--- config.mk ---
export PLATFORM = sky130hd
export DESIGN_NAME = xor_fold
export DESIGN_NICKNAME = d
export VERILOG_FILES = /design/src/hw/xor_fold.sv
export SDC_FILE = /design/constraint.sdc
export NUM_CORES = 1
export LEC_CHECK = 0
export BUFFER_PORTS_ARGS = -buffer_cell sky130_fd_sc_hd__buf_4
export CORE_AREA = 2 2 39 41
export DETAILED_ROUTE_END_ITERATION = 8
export DIE_AREA = 0 0 41 43
export MAX_ROUTING_LAYER = met4
export SYNTH_ARGS = -nofsm -noshare
export SYNTH_HDL_FRONTEND = slang
export SYNTH_SLANG_ARGS = --single-unit
--- constraint.sdc ---
create_clock -name vclk -period 1.5
set_clock_uncertainty 0.2 [all_clocks]
set_input_delay 0.225 -clock vclk [all_inputs]
set_output_delay 0.225 -clock vclk [all_outputs]
set_load 0.01 [all_outputs]
--- src/hw/xor_fold.sv ---
// One test chain: a row of XOR gates, each taking one input pin
`timescale 1ns/1ps

module xor_fold #(
	parameter int unsigned WIDTH = 32
) (
	input  wire logic [WIDTH-1:0] PINS,
	output logic                  PARITY
);

	logic [WIDTH:0] link;

	// Gate i folds pin i into the running value from gate i-1
	always_comb begin
		link[0] = 1'b0;
		for (int unsigned i = 0; i < WIDTH; i++) begin
			link[i+1] = link[i] ^ PINS[i];
		end
		PARITY = link[WIDTH];
	end

endmodule : xor_fold

==> results by group <==
Setup path
  – CP Launch Type: input port
  – Critical path class: input port to primary output
  – Arr. time, crit path: 1.23 ns
  – Critical Path RT: approximately 1.1 ns
  – CP Max Fanout: 1
  – CP Launch Point: PINS[27]
  – CP Capture Type: primary output

Die
  – Die area: around 1800 um2
  – Core footprint: 1384 um2
  – Initial Util: 0.1962
  – FP Rows: 14
  – Die X: 41 um
  – I/O Pins: 33
  – Die Span Y: roughly 43 um

STA
  – Worst Slack Setup Final: -0.1595 ns
  – Post-route clock period utilization: 1.106
  – Fmax: between 600 and 700 MHz
  – Fin crit period: approximately 1.7 ns
  – Final TNS setup: -0.1595 ns
  – RSZ-0062 raised after global routing: true
  – Relative slew slack: 0.8749
  – Hold Fails Final Rpt: 0
  – Worst slew pin tran: roughly 0.19 ns
  – Hold WS: 0.9913 ns
  – Slew Limit Fails: 0
  – Finish-stage setup viols: 1

Route
  – Vias per inst: 4.025
  – Per-cell routed wire length: 8.963 um
  – Total number of vias: 322
  – DRC violations left: 0
  – ANT nets after route: 0
  – Initial drt markers: 0
  – Final WL: 717 um
  – 1st-pass router iterations: 1

Run
  – Max Cap Viol: 0

GRT
  – GRT Util Overall: 0.1030
  – Initial antenna violation count: 0
  – Vias in the first global route: about 340
  – Pin count of the biggest net entering global routing: 2
  – First-pass GRT wire length: between 1 and 1.5 mm
  – GR Overflow Total: 0

Synth
  – Synthesized area: 271.5 um2
  – Register area share after synthesis: 0
  – Syn nets: between 60 and 70
  – Number of distinct library cells after synthesis: 2
  – Post-Syn Instances: 31
  – YS warnings: 0
  – Syn_area_per_cell: 8.758 um2

Layout
  – Finished Layout Cells: 80
  – Cell area after layout: a little over 700 um2
  – Final Util: 0.5118
  – Share of layout cells above drive strength 1: 0.7344
  – CLK BUF: 0
  – Seq. cell area: 0 um2
  – Area grow syn2layout: 160.8%
  – Fillers: 134
  – Footprint of the multi-input gates: 376.6 um2
  – FFs & Latches: 0
  – Layout Nets: slightly below 100
  – Antenna diode count: 0

Place
  – Placed cell area: about 540 um2
  – Final GP Congestion: ~0.58
  – Buffers on Ports: 33
  – Inst Count DP: 80

Pwr
  – P_leak: around 0.00033 uW
  – PwrDens: ~610 nW/um2
  – Peak supply drop: between 200 and 250 uV

Clock network
  – Post-CTS setup buffer count: 0
  – Hold-fix buffers, CTS: 0

Hold path
  – HP Class: input port to primary output
  – Hold Path Depth: 7
  – Hold path start: PINS[2]

Run status
  – Status: complete, but fails checks
  – Failing checks: negative setup slack
[report_power, final]
| part | internal, uW | total (uW) | switching (uW) |
|---|---|---|---|
| registers | 0 | 0 | 0 |
| logic | 279 | 435 | 156 |
| clock network | 0 | 0 | 0 |
| total | 279 | 435 | 156 |
[path summary, 6_finish.rpt]
| path | endpoint | slack, ns |
|---|---|---|
| min | PARITY | 0.99 |
| max | PARITY | -0.16 |
[placed cells by master (no fill, tap or decap)]
cell type and n:
buf_4 16, buf_6 17, xnor2_1 14, xnor2_2 14
xor2_1 3
[per-layer routing]
layer | track usage | vias up | part of all wire
li1 | - | 159 | -
met1 | 0.1290 | 147 | 0.25
met2 | 0.1875 | 16 | 0.68
met3 | 0 | 0 | 0.078
met4 | 0 | 0 | 0
met5 | - | - | 0
[worst max-delay path, cell delays in order]
cell and delay, ns:
buf_6 0.10, xnor2_2 0.13, xnor2_1 0.20, xnor2_1 0.16, xnor2_1 0.16, xnor2_1 0.14, buf_4 0.14
[synth_stat cells]
cell     number  area share
xnor2_1      28        0.90
xor2_1        3       0.097
[what timing repair did]
action                                 4_1_cts  5_1_grt
pin swaps                                   27        6
resized for setup                           27        4
endpoints found under the hold margin        0        0
setup endpoints to repair                    1        1
gates cloned                                 0        0
[kinds of logic after synthesis]
group	count (synthesis)	synth area share
xor gates and xnor gates	31	1.000
[final cells by class]
cell class | count | share of cell area
multi-input combinational | 31 | 0.5318
tap | 16 | 0.02827
timing repair buffer | 33 | 0.4399
[stage by stage]
step	setup slack (ns)	total power, uW
6_report	-0.1595	434.7
2_1_floorplan	0.03167	234.8
3_5_place_dp	-0.2036	386.2
3_3_place_gp	-0.2222	384.4
4_1_cts	-0.1747	430.9
5_1_grt	-0.2541	468.3
(Power assumes the default switching activity.)
